`src/inc/fpf_pkg.sv`:
```
// package: constants, tables and carriers of the programmable flag logic
`default_nettype none
package fpf_pkg;
    // ----------------------------------------
    // geometry
    // ----------------------------------------
    localparam int FPF_DEPTH = 512;
    localparam int FPF_OFS_W = 9;
    localparam int FPF_ADDR_W = 4;
    localparam int FPF_DATA_W = 32;
    // ----------------------------------------
    // register map (byte addresses)
    // ----------------------------------------
    localparam logic [FPF_ADDR_W-1:0] FPF_ADR_STATUS = 4'h0;
    localparam logic [FPF_ADDR_W-1:0] FPF_ADR_MASK = 4'h4;
    localparam logic [FPF_ADDR_W-1:0] FPF_ADR_FLAGS = 4'h8;
    localparam logic [FPF_ADDR_W-1:0] FPF_ADR_OFFSETS = 4'hC;
    // event bits in status and mask
    localparam int FPF_EV_W = 4;
    localparam int FPF_EV_FULL = 0;
    localparam int FPF_EV_EMPTY = 1;
    localparam int FPF_EV_AFULL = 2;
    localparam int FPF_EV_AEMPTY = 3;
    localparam logic [FPF_EV_W-1:0] FPF_MASK_RST = 4'h0;
    // field positions in the offsets word
    localparam int FPF_OFS_N_LSB = 0;
    localparam int FPF_OFS_M_LSB = 16;
    // field positions in the flags word
    localparam int FPF_FLG_LVL_LSB = 8;
    // ----------------------------------------
    // default offsets, index {load_sel, sel0, sel1}
    // ----------------------------------------
    localparam logic [FPF_OFS_W-1:0] FPF_DEF_OFS [8] = '{
        9'h07F, 9'h1FF, 9'h0FF, 9'h03F, 9'h01F, 9'h00F, 9'h007, 9'h003
    };
    // ----------------------------------------
    // carriers
    // ----------------------------------------
    typedef struct packed {
        logic full_flag_n;
        logic almost_full_flag_n;
        logic half_full_flag_n;
        logic almost_empty_flag_n;
        logic empty_flag_n;
    } fpf_flags_t;
    localparam fpf_flags_t FPF_FLAGS_RST = 5'h1C;
    typedef struct packed {
        logic serial_load;
        logic sync_flags;
    } fpf_cfg_t;
    localparam fpf_cfg_t FPF_CFG_RST = 2'h0;
endpackage
`default_nettype wire

```
`src/design/fpf_flag_logic.sv`:
```
// programmable status-flag logic of a dual-port fifo
// ----------------------------------------
// ----------------------------------------
//
// The plain strobed port and the register addresses were chosen for this implementation.
`default_nettype none
module fpf_flag_logic #(
    parameter int DEPTH = fpf_pkg::FPF_DEPTH,
    parameter int OFS_W = fpf_pkg::FPF_OFS_W
) (
    input wire logic ref_clk_i,
    input wire logic sys_rst_i,
    input wire logic master_reset_n_i,
    input wire logic offset_load_select_n_i,
    input wire logic default_offset_sel0_i,
    input wire logic default_offset_sel1_i,
    input wire logic flag_timing_mode_select_i,
    input wire logic wclk_edge_i,
    input wire logic wen_i,
    input wire logic rclk_edge_i,
    input wire logic ren_i,
    input wire logic ofs_wr_i,
    input wire logic [OFS_W-1:0] ofs_wdata_i,
    input wire logic ofs_sdata_i,
    input wire logic ofs_rd_i,
    input wire logic [fpf_pkg::FPF_ADDR_W-1:0] bus_addr_i,
    input wire logic [fpf_pkg::FPF_DATA_W-1:0] bus_wdata_i,
    input wire logic bus_wr_i,
    input wire logic bus_rd_i,
    output fpf_pkg::fpf_flags_t flags_o,
    output logic [OFS_W-1:0] parallel_output_port_o,
    output logic [fpf_pkg::FPF_DATA_W-1:0] bus_rdata_o,
    output logic irq_o
);
    import fpf_pkg::*;

    localparam int LVL_W = $clog2(DEPTH) + 1;
    localparam int BCNT_W = $clog2(OFS_W) + 1;
    localparam logic [LVL_W-1:0] LVL_DEPTH = LVL_W'(DEPTH);
    localparam logic [LVL_W-1:0] LVL_HALF = LVL_W'(DEPTH / 2 + 1);

    fpf_cfg_t cfg;
    logic [OFS_W-1:0] empty_ofs;
    logic [OFS_W-1:0] full_ofs;
    logic wr_sel;
    logic rd_sel;
    logic [OFS_W-1:0] shift;
    logic [BCNT_W-1:0] bit_cnt;
    logic [LVL_W-1:0] level;
    logic empty_s1;
    logic full_s1;
    logic [FPF_EV_W-1:0] status;
    logic [FPF_EV_W-1:0] mask;
    logic [2:0] def_idx;
    logic [OFS_W-1:0] def_ofs;
    logic wr_ok;
    logic rd_ok;
    logic lvl_afull;
    logic lvl_aempty;
    logic [FPF_EV_W-1:0] events;
    logic ofs_commit;
    logic [OFS_W-1:0] ofs_value;
    logic [OFS_W-1:0] next_shift;
    logic [LVL_W-1:0] next_level;

    // ----------------------------------------
    // default offset decode
    // ----------------------------------------
    assign def_idx = {offset_load_select_n_i, default_offset_sel0_i, default_offset_sel1_i};
    assign def_ofs = FPF_DEF_OFS[def_idx];

    // ----------------------------------------
    // configuration caught during master reset
    // ----------------------------------------
    always_ff @(posedge ref_clk_i or posedge sys_rst_i) begin
        if (sys_rst_i) begin
            cfg <= FPF_CFG_RST;
        end else if (!master_reset_n_i) begin
            cfg.serial_load <= offset_load_select_n_i;
            cfg.sync_flags <= flag_timing_mode_select_i;
        end
    end

    // ----------------------------------------
    // offset programming
    // ----------------------------------------
    // serial bits arrive lsb first; a word commits after OFS_W strobes
    assign next_shift = {ofs_sdata_i, shift[OFS_W-1:1]};
    always_comb begin
        ofs_commit = 1'b0;
        ofs_value = ofs_wdata_i;
        if (master_reset_n_i && ofs_wr_i) begin
            if (cfg.serial_load) begin
                ofs_commit = (bit_cnt == BCNT_W'(OFS_W - 1));
                ofs_value = next_shift;
            end else begin
                ofs_commit = 1'b1;
            end
        end
    end

    always_ff @(posedge ref_clk_i or posedge sys_rst_i) begin
        if (sys_rst_i) begin
            shift <= '0;
            bit_cnt <= '0;
        end else if (!master_reset_n_i) begin
            shift <= '0;
            bit_cnt <= '0;
        end else if (ofs_wr_i && cfg.serial_load) begin
            shift <= next_shift;
            bit_cnt <= ofs_commit ? '0 : bit_cnt + BCNT_W'(1);
        end
    end

    always_ff @(posedge ref_clk_i or posedge sys_rst_i) begin
        if (sys_rst_i) begin
            empty_ofs <= FPF_DEF_OFS[0];
            full_ofs <= FPF_DEF_OFS[0];
            wr_sel <= 1'b0;
        end else if (!master_reset_n_i) begin
            empty_ofs <= def_ofs;
            full_ofs <= def_ofs;
            wr_sel <= 1'b0;
        end else if (ofs_commit) begin
            // values above D-1 are the writer's fault and are kept as given
            if (!wr_sel) begin
                empty_ofs <= ofs_value;
            end else begin
                full_ofs <= ofs_value;
            end
            wr_sel <= ~wr_sel;
        end
    end

    // readback alternates n then m, in either loading mode
    always_ff @(posedge ref_clk_i or posedge sys_rst_i) begin
        if (sys_rst_i) begin
            parallel_output_port_o <= '0;
            rd_sel <= 1'b0;
        end else if (!master_reset_n_i) begin
            rd_sel <= 1'b0;
        end else if (ofs_rd_i) begin
            parallel_output_port_o <= rd_sel ? full_ofs : empty_ofs;
            rd_sel <= ~rd_sel;
        end
    end

    // ----------------------------------------
    // fill level
    // ----------------------------------------
    assign wr_ok = wclk_edge_i && wen_i && (level != LVL_DEPTH);
    assign rd_ok = rclk_edge_i && ren_i && (level != '0);

    always_ff @(posedge ref_clk_i or posedge sys_rst_i) begin
        if (sys_rst_i) begin
            level <= '0;
        end else if (!master_reset_n_i) begin
            level <= '0;
        end else begin
            level <= next_level;
        end
    end

    // judged on the count after this edge, so a lone edge settles the flag
    assign next_level = level + LVL_W'(wr_ok) - LVL_W'(rd_ok);
    assign lvl_afull = (next_level >= LVL_DEPTH - LVL_W'(full_ofs));
    assign lvl_aempty = (next_level <= LVL_W'(empty_ofs));

    // ----------------------------------------
    // empty, full and half-full
    // ----------------------------------------
    // two stages for empty and for full, one for half-full; the cost is two edges of flag latency
    always_ff @(posedge ref_clk_i or posedge sys_rst_i) begin
        if (sys_rst_i) begin
            empty_s1 <= 1'b1;
            flags_o.empty_flag_n <= 1'b0;
        end else if (!master_reset_n_i) begin
            empty_s1 <= 1'b1;
            flags_o.empty_flag_n <= 1'b0;
        end else if (rclk_edge_i) begin
            empty_s1 <= (level == '0);
            flags_o.empty_flag_n <= ~empty_s1;
        end
    end

    always_ff @(posedge ref_clk_i or posedge sys_rst_i) begin
        if (sys_rst_i) begin
            full_s1 <= 1'b0;
            flags_o.full_flag_n <= 1'b1;
        end else if (!master_reset_n_i) begin
            full_s1 <= 1'b0;
            flags_o.full_flag_n <= 1'b1;
        end else if (wclk_edge_i) begin
            full_s1 <= (level == LVL_DEPTH);
            flags_o.full_flag_n <= ~full_s1;
        end
    end

    always_ff @(posedge ref_clk_i or posedge sys_rst_i) begin
        if (sys_rst_i) begin
            flags_o.half_full_flag_n <= 1'b1;
        end else if (!master_reset_n_i) begin
            flags_o.half_full_flag_n <= 1'b1;
        end else if (wclk_edge_i || rclk_edge_i) begin
            flags_o.half_full_flag_n <= ~(level >= LVL_HALF);
        end
    end

    // ----------------------------------------
    // programmable almost flags
    // ----------------------------------------
    always_ff @(posedge ref_clk_i or posedge sys_rst_i) begin
        if (sys_rst_i) begin
            flags_o.almost_full_flag_n <= 1'b1;
        end else if (!master_reset_n_i) begin
            flags_o.almost_full_flag_n <= 1'b1;
        end else if (cfg.sync_flags) begin
            if (wclk_edge_i) begin
                flags_o.almost_full_flag_n <= ~lvl_afull;
            end
        end else if (wclk_edge_i && lvl_afull) begin
            flags_o.almost_full_flag_n <= 1'b0;
        end else if (rclk_edge_i && !lvl_afull) begin
            flags_o.almost_full_flag_n <= 1'b1;
        end
    end

    always_ff @(posedge ref_clk_i or posedge sys_rst_i) begin
        if (sys_rst_i) begin
            flags_o.almost_empty_flag_n <= 1'b0;
        end else if (!master_reset_n_i) begin
            flags_o.almost_empty_flag_n <= 1'b0;
        end else if (cfg.sync_flags) begin
            if (rclk_edge_i) begin
                flags_o.almost_empty_flag_n <= ~lvl_aempty;
            end
        end else if (rclk_edge_i && lvl_aempty) begin
            flags_o.almost_empty_flag_n <= 1'b0;
        end else if (wclk_edge_i && !lvl_aempty) begin
            flags_o.almost_empty_flag_n <= 1'b1;
        end
    end

    // ----------------------------------------
    // interrupt status, mask and register bus
    // ----------------------------------------
    always_comb begin
        events = '0;
        events[FPF_EV_FULL] = flags_o.full_flag_n && wclk_edge_i && full_s1;
        events[FPF_EV_EMPTY] = flags_o.empty_flag_n && rclk_edge_i && empty_s1;
        if (master_reset_n_i) begin
            events[FPF_EV_AFULL] = flags_o.almost_full_flag_n && wclk_edge_i && lvl_afull;
            events[FPF_EV_AEMPTY] = flags_o.almost_empty_flag_n && rclk_edge_i && lvl_aempty;
        end
    end

    // set wins over a write-one clear in the same cycle
    always_ff @(posedge ref_clk_i or posedge sys_rst_i) begin
        if (sys_rst_i) begin
            status <= '0;
        end else begin
            status <= (status & ~((bus_wr_i && bus_addr_i == FPF_ADR_STATUS)
                ? bus_wdata_i[FPF_EV_W-1:0] : '0)) | events;
        end
    end

    always_ff @(posedge ref_clk_i or posedge sys_rst_i) begin
        if (sys_rst_i) begin
            mask <= FPF_MASK_RST;
        end else if (bus_wr_i && bus_addr_i == FPF_ADR_MASK) begin
            mask <= bus_wdata_i[FPF_EV_W-1:0];
        end
    end

    // irq lags the status bit by one cycle to come from a flop
    always_ff @(posedge ref_clk_i or posedge sys_rst_i) begin
        if (sys_rst_i) begin
            irq_o <= 1'b0;
        end else begin
            irq_o <= |(status & mask);
        end
    end

    always_ff @(posedge ref_clk_i or posedge sys_rst_i) begin
        if (sys_rst_i) begin
            bus_rdata_o <= '0;
        end else begin
            bus_rdata_o <= '0;
            if (bus_rd_i) begin
                case (bus_addr_i)
                    FPF_ADR_STATUS: bus_rdata_o <= FPF_DATA_W'(status);
                    FPF_ADR_MASK: bus_rdata_o <= FPF_DATA_W'(mask);
                    FPF_ADR_FLAGS: begin
                        bus_rdata_o <= FPF_DATA_W'(flags_o)
                            | (FPF_DATA_W'(level) << FPF_FLG_LVL_LSB);
                    end
                    FPF_ADR_OFFSETS: begin
                        bus_rdata_o <= (FPF_DATA_W'(empty_ofs) << FPF_OFS_N_LSB)
                            | (FPF_DATA_W'(full_ofs) << FPF_OFS_M_LSB);
                    end
                    default: bus_rdata_o <= '0;
                endcase
            end
        end
    end

    // ----------------------------------------
    // assertions
    // ----------------------------------------
    AST_DEFAULT_LOAD: assert property (@(posedge ref_clk_i) disable iff (sys_rst_i)
        !master_reset_n_i |=> empty_ofs == FPF_DEF_OFS[$past(def_idx)]
            && full_ofs == FPF_DEF_OFS[$past(def_idx)])
        else $error("default offsets not loaded at master reset");

    AST_CFG_HOLD: assert property (@(posedge ref_clk_i) disable iff (sys_rst_i)
        master_reset_n_i |=> $stable(cfg))
        else $error("timing or load mode changed outside master reset");

    AST_PAF_SYNC: assert property (@(posedge ref_clk_i) disable iff (sys_rst_i)
        master_reset_n_i && cfg.sync_flags && !wclk_edge_i
            |=> $stable(flags_o.almost_full_flag_n))
        else $error("sync almost-full moved without a write edge");

    AST_PAE_SYNC: assert property (@(posedge ref_clk_i) disable iff (sys_rst_i)
        master_reset_n_i && cfg.sync_flags && !rclk_edge_i
            |=> $stable(flags_o.almost_empty_flag_n))
        else $error("sync almost-empty moved without a read edge");

    AST_PAF_ASYNC: assert property (@(posedge ref_clk_i) disable iff (sys_rst_i)
        !cfg.sync_flags && $past(master_reset_n_i) && $changed(flags_o.almost_full_flag_n)
            |-> ($fell(flags_o.almost_full_flag_n) ? $past(wclk_edge_i) : $past(rclk_edge_i)))
        else $error("async almost-full moved on the wrong side");

    AST_PAE_ASYNC: assert property (@(posedge ref_clk_i) disable iff (sys_rst_i)
        !cfg.sync_flags && $past(master_reset_n_i) && $changed(flags_o.almost_empty_flag_n)
            |-> ($fell(flags_o.almost_empty_flag_n) ? $past(rclk_edge_i) : $past(wclk_edge_i)))
        else $error("async almost-empty moved on the wrong side");

    AST_EF_TWO_STAGE: assert property (@(posedge ref_clk_i) disable iff (sys_rst_i)
        master_reset_n_i && rclk_edge_i && level == '0 ##1 master_reset_n_i && rclk_edge_i
            |=> !flags_o.empty_flag_n)
        else $error("empty flag not low two read edges after empty");

    AST_RD_IGNORED: assert property (@(posedge ref_clk_i) disable iff (sys_rst_i)
        master_reset_n_i && level == '0 && !wr_ok |=> level == '0)
        else $error("level moved on a read while empty");

    AST_OFS_ORDER: assert property (@(posedge ref_clk_i) disable iff (sys_rst_i)
        ofs_commit && !wr_sel |=> empty_ofs == $past(ofs_value) && wr_sel)
        else $error("offset write did not fill n first");

    AST_READBACK: assert property (@(posedge ref_clk_i) disable iff (sys_rst_i)
        master_reset_n_i && ofs_rd_i && rd_sel |=> parallel_output_port_o == $past(full_ofs))
        else $error("full offset not read back");

    AST_PAE_LEVEL: assert property (@(posedge ref_clk_i) disable iff (sys_rst_i)
        master_reset_n_i && cfg.sync_flags && rclk_edge_i && lvl_aempty
            |=> !flags_o.almost_empty_flag_n)
        else $error("almost-empty high at or below offset n");
endmodule
`default_nettype wire

```
`config.mk`:
```
export PLATFORM = sky130hd
export DESIGN_NAME = fpf_flag_logic
export DESIGN_NICKNAME = d
export VERILOG_FILES = /design/src/inc/fpf_pkg.sv /design/src/design/fpf_flag_logic.sv
export SDC_FILE = /design/constraint.sdc
export NUM_CORES = 1
export LEC_CHECK = 0
export ABC_AREA = 0
export BUFFER_PORTS_ARGS = -buffer_cell sky130_fd_sc_hd__buf_2
export CAP_MARGIN = 20
export CELL_PAD_IN_SITES_DETAIL_PLACEMENT = 1
export CELL_PAD_IN_SITES_GLOBAL_PLACEMENT = 1
export CORE_ASPECT_RATIO = 0.7
export CORE_MARGIN = 10
export CORE_UTILIZATION = 39
export DETAILED_ROUTE_END_ITERATION = 8
export PLACE_DENSITY_LB_ADDON = 0.1
export SYNTH_ARGS = -nofsm -noshare
export SYNTH_HDL_FRONTEND = slang
export SYNTH_SLANG_ARGS = --single-unit
```
`constraint.sdc`:
```
create_clock -name ref_clk_i -period 4.3 [get_ports ref_clk_i]
set_clock_uncertainty 0.1 [all_clocks]
set_input_delay 0.43 -clock ref_clk_i [delete_from_list [all_inputs] [get_ports ref_clk_i]]
set_output_delay 0.43 -clock ref_clk_i [all_outputs]
set_load 0.005 [all_outputs]
```
==> results by group, run 1 <==
Critical path
  • Worst R2R End: status[2]
  • CP max FO: 3
  • Launching instance or port of the critical path: level[3]
  • Type of destination of the critical path: register
  • Kind of start point of the critical path: register
  • R2R Path Start: level[3]
  • Crit path to: status[2]
  • Critical path type: reg2reg
  • R2R cell count: 24
  • Worst reg-to-reg setup slack: -40 ps
  • Worst Path Required: about 4400 ps
  • Signal arrival time at the worst endpoint: between 4000 and 5000 ps

Layout
  • Most common cell after layout, fill and taps aside: sky130_fd_sc_hd__dfrtp_1
  • Final-stage net count: between 700 and 800
  • Commonest cells after routing, fill and taps aside: sky130_fd_sc_hd__dfrtp_1 (77), sky130_fd_sc_hd__buf_2 (72), sky130_fd_sc_hd__nand2_1 (56)
  • Post-synthesis to final-layout area growth: 29.0%
  • Fraction of final layout cells with drive strength greater than 1: 36.9%
  • Number of antenna repair diodes: 0

Clocking
  • CTS tree: yes
  • Maximum count of clock buffers along a single path: 2
  • Reg clk slew, reported paths: 60 ps
  • Clock latency on the worst-skew pair: between 300 and 400 ps
  • Number of hold buffers added after CTS: 0
  • CTS Root Buffer Type: sky130_fd_sc_hd__clkbuf_16
  • TritonCTS buffer count: 9
  • Depth of the CTS H-tree: 3
  • TritonCTS Sinks: 95

GRT
  • Largest net degree at the start of global routing: 54
  • Grt total ovfl: 0
  • Global-route wire length before repair: about 25000 um
  • Global Route Usage Sum: 16.8%
  • Number of global-route vias before repair: between 4000 and 5000
  • Antenna violations before repair: 0

Route
  • Initial DRC count: approximately 170
  • Vias post-DR: around 4200
  • DR vias/cell: between 5 and 6
  • DRC violations left: 0
  • Final wirelength: ~16000 um
  • Final routed wire length divided by cell count: 19.0 um
  • Number of search-and-repair iterations in the first detailed-routing pass: 4
  • Post-detailed-route count of antenna-violating nets: 0

Die
  • Effective utilization at floorplan: 39.9%
  • Std-Cell Rows: 35
  • Die height: ~120 um
  • Core Footprint: ~0.013 mm^2
  • Chip Width: around 160 um
  • Count of boundary I/O pins: 108
  • Die area: 0.0186 mm^2

Pwr
  • Worst ir drop on vdd: 339 uV
  • Cell leakage power: between 3 and 4 nW
  • P per Cell Area: roughly 740 mW/mm^2

Timing
  • Headroom to the max-slew limit: between 50% and 60%
  • Final number of setup-violating endpoints: 2
  • Highest achievable clock rate: ~230 MHz
  • Unrepaired setup endpoints after global routing: yes
  • Final Hold Vio Count: 0
  • Transition time of the tightest slew-check pin: ~730 ps
  • Minimum clock period after layout: between 4000 and 5000 ps
  • Final Cycle Share: 101%
  • Final worst-path setup slack: -43.3 ps
  • TNS Setup: -80.7 ps
  • Final Max Slew Viols: 0

Logic synthesis
  • Post-synthesis cell type count: 64
  • Synth Register Bits: 95
  • Number of instances in the synthesized netlist: just over 500
  • Mapped Avg Cell Area: slightly above 10 um^2
  • Area of the mapped netlist: approximately 0.0053 mm^2
  • Post-synthesis sequential area ratio: a little under half
  • Post-synth EDFFs: 0
  • Yosys Warn Count: 0
  • Ys async rst share: 100%
  • Top_reg_cell synth: sky130_fd_sc_hd__dfrtp_1

Placed design
  • Setup slack at placement: -412 ps
  • Routability-driven placement congestion ratio: 0.829
  • Detail Placement HPWL: around 12000 um
  • Port Buf Inserts: 72

Status
  • Run status: finished with violations
  • Failing checks: negative setup slack

Min path
  • Worst hold path type: in2async

Run
  • Max-cap violations: 0
## final cells by class
cell class / instances / area [um^2]
fill: 1453 / 6390
clock buffer: 12 / 246
timing repair buffer: 126 / 769
sequential: 95 / 2400
tap: 185 / 231
inverter: 42 / 163
multi-input combinational: 361 / 2930
clock inverter: 4 / 55.1
## per-stage QoR
step	power (mW)	hold WS (ps)	area, um^2	instances	utilization, %
floorplan	2.46	338	5290	519	-
global placement	3.26	370	6020	790	45.7
detailed placement	3.37	381	6020	790	45.7
CTS	4.59	48.9	6620	821	50.2
global route	5.38	81.0	6790	825	51.5
finish	5.02	27.4	6790	825	51.5
## cell usage after synthesis (all sizes together) (6+ instances only)
cell type  instances  share of area (%)
buf               15                1.9
nor3              14                1.5
nor2              35                2.5
clkbuf             6               0.43
or3                6               0.71
dfstp             18                9.0
o21ai             18                2.0
nand2             61                4.4
mux2i             14                2.7
xnor2              6                1.0
and3               6               0.71
xor2               8                1.3
ha                43                 10
inv               41                2.9
a211oi             6               0.95
dfrtp             77                 37
a21oi             31                3.2
nand3             10               0.95
mux2              23                4.9
and2              17                2.0
## state kept, by name (all words and copies together), names as in the netlist
signal and cells:
mask 4, full_ofs 9, bus_rdata_o 25, cfg 2, parallel_output_port_o 9, full_s1 1
status 4, empty_s1 1, irq_o 1, level 10, empty_ofs 9, wr_sel 1
flags_o 5, rd_sel 1, shift 8, bit_cnt 5
## critical path, stage by stage (launching register included)
cell                        delay (ps)
sky130_fd_sc_hd__dfrtp_1           390
sky130_fd_sc_hd__inv_2              90
sky130_fd_sc_hd__ha_4              130
sky130_fd_sc_hd__nor3b_4           180
sky130_fd_sc_hd__and3_4            230
sky130_fd_sc_hd__nand2_4            50
sky130_fd_sc_hd__and3_4            150
sky130_fd_sc_hd__ha_4              270
sky130_fd_sc_hd__inv_4              30
sky130_fd_sc_hd__ha_4              160
sky130_fd_sc_hd__fa_2              370
sky130_fd_sc_hd__a21oi_2           160
sky130_fd_sc_hd__o21bai_2          100
sky130_fd_sc_hd__buf_4             150
sky130_fd_sc_hd__a21o_2            180
sky130_fd_sc_hd__a311oi_2          240
sky130_fd_sc_hd__buf_4             190
sky130_fd_sc_hd__buf_4             130
sky130_fd_sc_hd__ha_4              190
sky130_fd_sc_hd__o2111ai_2          70
sky130_fd_sc_hd__a21oi_2            40
sky130_fd_sc_hd__nor3_1            180
sky130_fd_sc_hd__buf_4             150
sky130_fd_sc_hd__a211oi_2           30
sky130_fd_sc_hd__a32o_1            250
## how the worst min path moves through the flow
stage | to | slack, ps | cells past startpoint
2_1_floorplan | bit_cnt[4] | 340 | 1
3_3_place_gp | bit_cnt[4] | 370 | 1
3_5_place_dp | bit_cnt[4] | 380 | 1
4_1_cts | level[8] | 50 | 2
5_1_grt | level[5] | 80 | 2
6_report | level[8] | 30 | 2
## timing repair
item,CTS,global route
gates resized for setup,34,24
pin swaps,20,22
endpoints found under the setup margin,4,4
buffers inserted,15,4
## report_power, final
part,switching (mW),total (mW),internal (mW)
Sequential,0.130,1.17,1.04
Clock,0.350,0.821,0.471
Combinational,1.49,3.03,1.54
Total,1.97,5.02,3.05
## cell families after synthesis
logic type,synth area share (%)
AND/OR/NAND/NOR,14.6
XOR/XNOR,2.33
buffers and inverters,5.28
multiplexers,9.29
AO/OA/AOI/OAI,12.2
flip-flops,45.6
adder cells (fa/ha/maj),10.6
other,0.0712
## metal layers
metal | share of wire (%) | routed length [um] | global-route usage, %
met5 | 0 | 0 | 0
met4 | 0.89 | 140 | 3.88
met3 | 3.4 | 532 | 3.56
met2 | 49 | 7640 | 29.3
met1 | 47 | 7370 | 21.1
Power figures use the tool's default switching activity.
==> inputs of run 2 (changes only) <==
--- a/config.mk
+++ b/config.mk
@@ -14,7 +14,8 @@
 export CORE_MARGIN = 10
 export CORE_UTILIZATION = 39
 export DETAILED_ROUTE_END_ITERATION = 8
-export PLACE_DENSITY_LB_ADDON = 0.1
+export GPL_TIMING_DRIVEN = 0
+export PLACE_DENSITY = 0.84
 export SYNTH_ARGS = -nofsm -noshare
 export SYNTH_HDL_FRONTEND = slang
 export SYNTH_SLANG_ARGS = --single-unit
==> run 2 against run 1 <==
Against the previous run:
- the flow still finishes with violations (negative setup slack)
- critical path depth shrank 4
- worst hold slack gained 210 ps
- die area is the same
- count of clock-buffer cells in the layout shrank 1
- combinational power shrank 18%
- setup slack lost 58 ps
- power shrank 11%
- clock power shrank 0.6%
- cell area shrank 3.8%
- critical path type unchanged
- highest routed layer unchanged
==> results by group, run 2 (synthesis results as in run 1) <==
Timing
  • Minimum clock period after layout: 4400 ps
  • Highest achievable clock rate: between 200 and 250 MHz
  • Final number of setup-violating endpoints: 2
  • Final Max Slew Viols: 0
  • Unrepaired setup endpoints after global routing: yes
  • TNS Setup: -122 ps
  • Final Cycle Share: 102%
  • Headroom to the max-slew limit: a little over half
  • Transition time of the tightest slew-check pin: around 680 ps
  • Final Hold Vio Count: 0
  • Final worst-path setup slack: -101 ps

Layout
  • Fraction of final layout cells with drive strength greater than 1: 32.1%
  • Number of antenna repair diodes: 0
  • Area of all placed cells without fillers: between 0.006 and 0.007 mm^2
  • Biggest register: bus_rdata_o
  • Regs by FF count: bus_rdata_o (25), level (10)
  • Post-synthesis to final-layout area growth: 24.1%
  • Commonest cells after routing, fill and taps aside: sky130_fd_sc_hd__dfrtp_1 (77), sky130_fd_sc_hd__buf_2 (76), sky130_fd_sc_hd__nand2_1 (58)
  • Max FFs per register: 25
  • Final-stage net count: 719
  • Most common cell after layout, fill and taps aside: sky130_fd_sc_hd__dfrtp_1
  • Final core utilization: roughly half

Pwr
  • Clock group share of total power: ~18%
  • Overall power consumption: about 4.5 mW
  • Worst ir drop on vdd: about 270 uV
  • Combinational share of power: between 50% and 60%
  • Sw Share: 41.6%
  • Cell internal pwr: 2.62 mW
  • Cell leakage power: ~3.1 nW
  • P per Cell Area: 686 mW/mm^2
  • Part of the total power dissipated in sequential elements: between 20% and 30%
  • Net Switching: 1.87 mW

Clocking
  • CTS tree: yes
  • TritonCTS buffer count: 9
  • Clock latency on the worst-skew pair: between 300 and 400 ps
  • Depth of the CTS H-tree: 3
  • Maximum count of clock buffers along a single path: 2
  • TritonCTS Sinks: 95
  • CTS Root Buffer Type: sky130_fd_sc_hd__clkbuf_16
  • Reg clk slew, reported paths: 70 ps

Route
  • Initial DRC count: 201
  • Number of search-and-repair iterations in the first detailed-routing pass: 4
  • Vias post-DR: 4258
  • Final routed wire length divided by cell count: 19.6 um
  • Final wirelength: approximately 16000 um
  • Post-detailed-route count of antenna-violating nets: 0
  • DR vias/cell: approximately 5.3
  • DRC violations left: 0

Die
  • Std-Cell Rows: 35
  • Count of boundary I/O pins: ~110
  • Core Footprint: ~0.013 mm^2
  • Die area: 0.0186 mm^2
  • Die height: about 120 um
  • Chip Width: roughly 160 um
  • Effective utilization at floorplan: 39.9%

GRT
  • Grt total ovfl: 0
  • Number of global-route vias before repair: ~4700
  • Global Route Usage Sum: between 15 and 20%
  • Largest net degree at the start of global routing: 68
  • Global-route wire length before repair: 25200 um
  • Antenna violations before repair: 0

Critical path
  • CP bufs+invs: 2
  • Peak per-stage delay on the critical path: ~400 ps
  • Signal arrival time at the worst endpoint: between 4000 and 5000 ps
  • Worst Path Required: roughly 4500 ps
  • Worst-path cell with the longest stage delay: sky130_fd_sc_hd__a311oi_4
  • Critical path type: reg2reg
  • Critical path's most frequent cell: sky130_fd_sc_hd__ha_4
  • R2R cell count: 20
  • Type of destination of the critical path: register
  • Top cell family by delay on the critical path: compound AO/OA/AOI/OAI gates
  • List of cells traversed by the critical path: inv_2 -> ha_4 -> nor3b_4 -> and3_4 -> nand2_4 -> and3_4 -> ha_4 -> inv_2 -> ha_4 -> fa_2 -> a21oi_4 -> o21bai_4 -> a21o_2 -> a311oi_4 -> ha_1 -> or3_4 -> a21oi_2 -> a21oi_2 -> a211oi_2 -> a22o_1
  • Logic depth of the worst path, buffers included: 20
  • Kind of start point of the critical path: register
  • CP max FO: 3

Placed design
  • Setup slack at placement: -681 ps
  • Placed inst area: 0.00590 mm^2
  • Port Buf Inserts: 70
  • Detail Placement HPWL: 11700 um
  • Routability-driven placement congestion ratio: 0.876

Min path
  • Worst hold path cell count: 2
  • Worst hold path type: in2reg

Status
  • Run status: finished with violations
  • Failing checks: negative setup slack

Run
  • Max-cap violations: 0
-- run 2: what timing repair did --
item                       in CTS  in global routing
pin swaps                      12                 20
hold endpoints to repair       24                  0
buffers inserted                5                  7
resized for setup              25                 22
setup endpoints to repair       4                  4
hold buffers                    1                  0
-- run 2: cell type report --
cell class | instances | area [um^2]
clock buffers | 11 | 243
fillers | 1485 | 6650
inverters | 42 | 160
repair buffers | 84 | 478
plain buffers | 21 | 120
clock inverters | 5 | 56.3
multi-input cells | 361 | 2850
flip-flops and latches | 95 | 2400
well taps | 185 | 231
-- run 2: path summary, 6_finish.rpt --
| kind | end | from | slack (ps) |
|---|---|---|---|
| max in group asynchronous | empty_s1 | sys_rst_i | 2860 |
| min | mask[0] | bus_wdata_i[0] | 240 |
| min reg2reg | bit_cnt[4] | bit_cnt[4] | 390 |
| min in group asynchronous | bit_cnt[3] | sys_rst_i | 540 |
| max | status[3] | level[3] | -100 |
| max reg2reg | status[3] | level[3] | -100 |
-- run 2: power by group through the flow --
stage          Sequential [mW]  Combinational, mW  Clock [mW]
5_1_grt                   1.20               2.73       0.864
3_5_place_dp              1.18               1.83           0
4_1_cts                   1.17               2.10       0.823
6_report                  1.18               2.49       0.816
3_3_place_gp              1.17               1.71           0
2_1_floorplan             1.14               1.32           0
-- run 2: stage by stage --
| step | hold WS [ps] | instances |
|---|---|---|
| finish | 239 | 804 |
| global route | 243 | 804 |
| CTS | 236 | 797 |
| detailed placement | 357 | 775 |
| global placement | 365 | 774 |
| floorplan | 338 | 519 |
-- run 2: routing by layer --
layer	global-route usage [%]	wire length, um	up-vias
li1	-	-	1969
met1	21.4	7200	2182
met2	28.7	7650	92
met3	3.98	786	15
met4	3.75	138	0
met5	0	0	-
==> inputs of run 3 (changes only) <==
--- a/config.mk
+++ b/config.mk
@@ -16,6 +16,7 @@
 export DETAILED_ROUTE_END_ITERATION = 8
 export GPL_TIMING_DRIVEN = 0
 export PLACE_DENSITY = 0.84
+export SETUP_SLACK_MARGIN = 0.5
 export SYNTH_ARGS = -nofsm -noshare
 export SYNTH_HDL_FRONTEND = slang
 export SYNTH_SLANG_ARGS = --single-unit
==> run 3 against run 2 <==
Against the previous run:
- die area unchanged
- register-to-register slack worse by 70 ps
- sequential share of layout area down 1.4 points
- the flow still finishes with violations (negative setup slack)
- final cell count up 3.6%
- sequential cell count unchanged
- non-clock buffer count up 29
- first-iteration DRC count up 37%
- cell area up 3.8%
==> results by group, run 3 (synthesis results as in run 1) <==
Timing
  • Final Hold Vio Count: 0
  • Headroom to the max-slew limit: between 40% and 50%
  • Highest achievable clock rate: between 200 and 250 MHz
  • Minimum clock period after layout: between 4000 and 5000 ps
  • Final worst-path setup slack: -174 ps
  • Final number of setup-violating endpoints: 5
  • Unrepaired setup endpoints after global routing: yes
  • Final Cycle Share: 104%
  • Final Max Slew Viols: 0
  • Transition time of the tightest slew-check pin: slightly below 800 ps

Critical path
  • Kind of start point of the critical path: register
  • Type of destination of the critical path: register
  • Signal arrival time at the worst endpoint: 4650 ps
  • Peak per-stage delay on the critical path: ~400 ps
  • R2R cell count: 31
  • CP max FO: 3
  • Worst-path cell with the longest stage delay: sky130_fd_sc_hd__dfrtp_1
  • R2R Path Start: level[3]
  • Critical path type: reg2reg
  • Worst R2R End: empty_s1
  • Critical path's most frequent cell: sky130_fd_sc_hd__buf_4
  • Worst Path Required: around 4500 ps
  • Worst reg-to-reg setup slack: -170 ps

Placed design
  • Setup slack at placement: -299 ps
  • Detail Placement HPWL: about 12000 um
  • Routability-driven placement congestion ratio: approximately 0.87
  • Port Buf Inserts: 70
  • Placed inst area: a little under 0.006 mm^2

Route
  • DRC violations left: 0
  • Post-detailed-route count of antenna-violating nets: 0
  • Final wirelength: approximately 18000 um
  • Initial DRC count: about 280
  • Vias post-DR: between 4000 and 5000
  • Final routed wire length divided by cell count: around 21 um
  • Number of search-and-repair iterations in the first detailed-routing pass: 5
  • DR vias/cell: about 5.4

Die
  • Std-Cell Rows: 35
  • Count of boundary I/O pins: 108
  • Effective utilization at floorplan: 39.9%
  • Chip Width: about 160 um
  • Core Footprint: between 0.01 and 0.015 mm^2
  • Die area: 0.0186 mm^2
  • Die height: approximately 120 um

Clocking
  • TritonCTS buffer count: 9
  • TritonCTS Sinks: 95
  • CTS Root Buffer Type: sky130_fd_sc_hd__clkbuf_16
  • Depth of the CTS H-tree: 3
  • Reg clk slew, reported paths: roughly 70 ps
  • Maximum count of clock buffers along a single path: 2
  • CTS tree: yes
  • Clock latency on the worst-skew pair: approximately 350 ps

Layout
  • Most common cell after layout, fill and taps aside: sky130_fd_sc_hd__dfrtp_1
  • Area of all placed cells without fillers: approximately 0.0068 mm^2
  • Filler cell count: roughly 1500
  • Commonest cells after routing, fill and taps aside: sky130_fd_sc_hd__dfrtp_1 (77), sky130_fd_sc_hd__buf_2 (76), sky130_fd_sc_hd__nand2_1 (58)
  • Number of antenna repair diodes: 0
  • Regs by FF count: bus_rdata_o (25), level (10)
  • Max FFs per register: 25
  • Post-synthesis to final-layout area growth: 28.9%
  • Final-stage net count: 748
  • Biggest register: bus_rdata_o
  • Fraction of final layout cells with drive strength greater than 1: a little over a third

Min path
  • Worst hold path cell count: 2
  • Launch instance of the worst min-delay path: bus_wdata_i[0]
  • Worst hold path type: in2reg
  • Worst Hold End: mask[0]

GRT
  • Antenna violations before repair: 1
  • Global-route wire length before repair: approximately 28000 um
  • Global Route Usage Sum: between 10% and 20%
  • Number of global-route vias before repair: 5049
  • Largest net degree at the start of global routing: 71
  • Grt total ovfl: 0

Pwr
  • Worst ir drop on vdd: 335 uV
  • Cell leakage power: around 3.2 nW
  • P per Cell Area: around 710 mW/mm^2

Status
  • Failing checks: negative setup slack
  • Run status: finished with violations

Run
  • Max-cap violations: 0
==> run 3: final cells by class <==
cell class | count | area [um^2] | share of cell area [%]
plain buffers | 21 | 120 | 1.77
clock buffers | 11 | 233 | 3.43
clock inverters | 5 | 35.0 | 0.516
inverters | 42 | 160 | 2.36
multi-input cells | 361 | 2880 | 42.4
flip-flops and latches | 95 | 2400 | 35.4
well taps | 185 | 231 | 3.41
repair buffers | 113 | 726 | 10.7
==> run 3: power breakdown <==
group	switching, mW	total [mW]	internal (mW)
registers	0.134	1.18	1.04
logic	1.57	2.90	1.33
clock network	0.355	0.749	0.394
==> run 3: worst max path at each step <==
stage / endpoint / slack [ps] / start / cells after the start
floorplan: status[3] / 320 / level[2] / 20
global placement: status[3] / -160 / level[7] / 19
detailed placement: status[3] / -300 / level[7] / 19
CTS: status[3] / -30 / level[2] / 20
global route: status[3] / -280 / level[3] / 20
finish: empty_s1 / -170 / level[3] / 31
==> run 3: metal layers <==
layer	track usage, %	wire, um
met1	23.5	7900
met2	31.3	8310
met3	5.10	958
met4	8.43	571
met5	0	26
==> run 3: stage by stage <==
| step | hold slack (ps) | power, mW | util, % | setup TNS (ps) | std cells |
|---|---|---|---|---|---|
| floorplan | 338 | 2.50 | - | 0 | 519 |
| global placement | 360 | 2.91 | 44.7 | -178 | 774 |
| detailed placement | 345 | 3.06 | 45.0 | -601 | 775 |
| CTS | 219 | 4.42 | 50.4 | -34.6 | 828 |
| global route | 230 | 5.11 | 51.5 | -1170 | 833 |
| finish | 226 | 4.83 | 51.5 | -478 | 833 |
==> run 3: repair_timing <==
item,CTS,global route
gates resized for setup,30,22
buffers inserted,36,5
hold buffers,1,0
pin swaps,16,11
hold endpoints to repair,25,0
setup endpoints to repair,4,5
==> run 3: worst max-delay path: cells and delay by family, from the launching register on <==
family | cells | cell delay, ps
flip-flops | 1 | 400
buffers and inverters | 26 | 3080
adder cells (fa/ha/maj) | 1 | 130
AND/OR/NAND/NOR | 3 | 480
AO/OA/AOI/OAI | 1 | 160
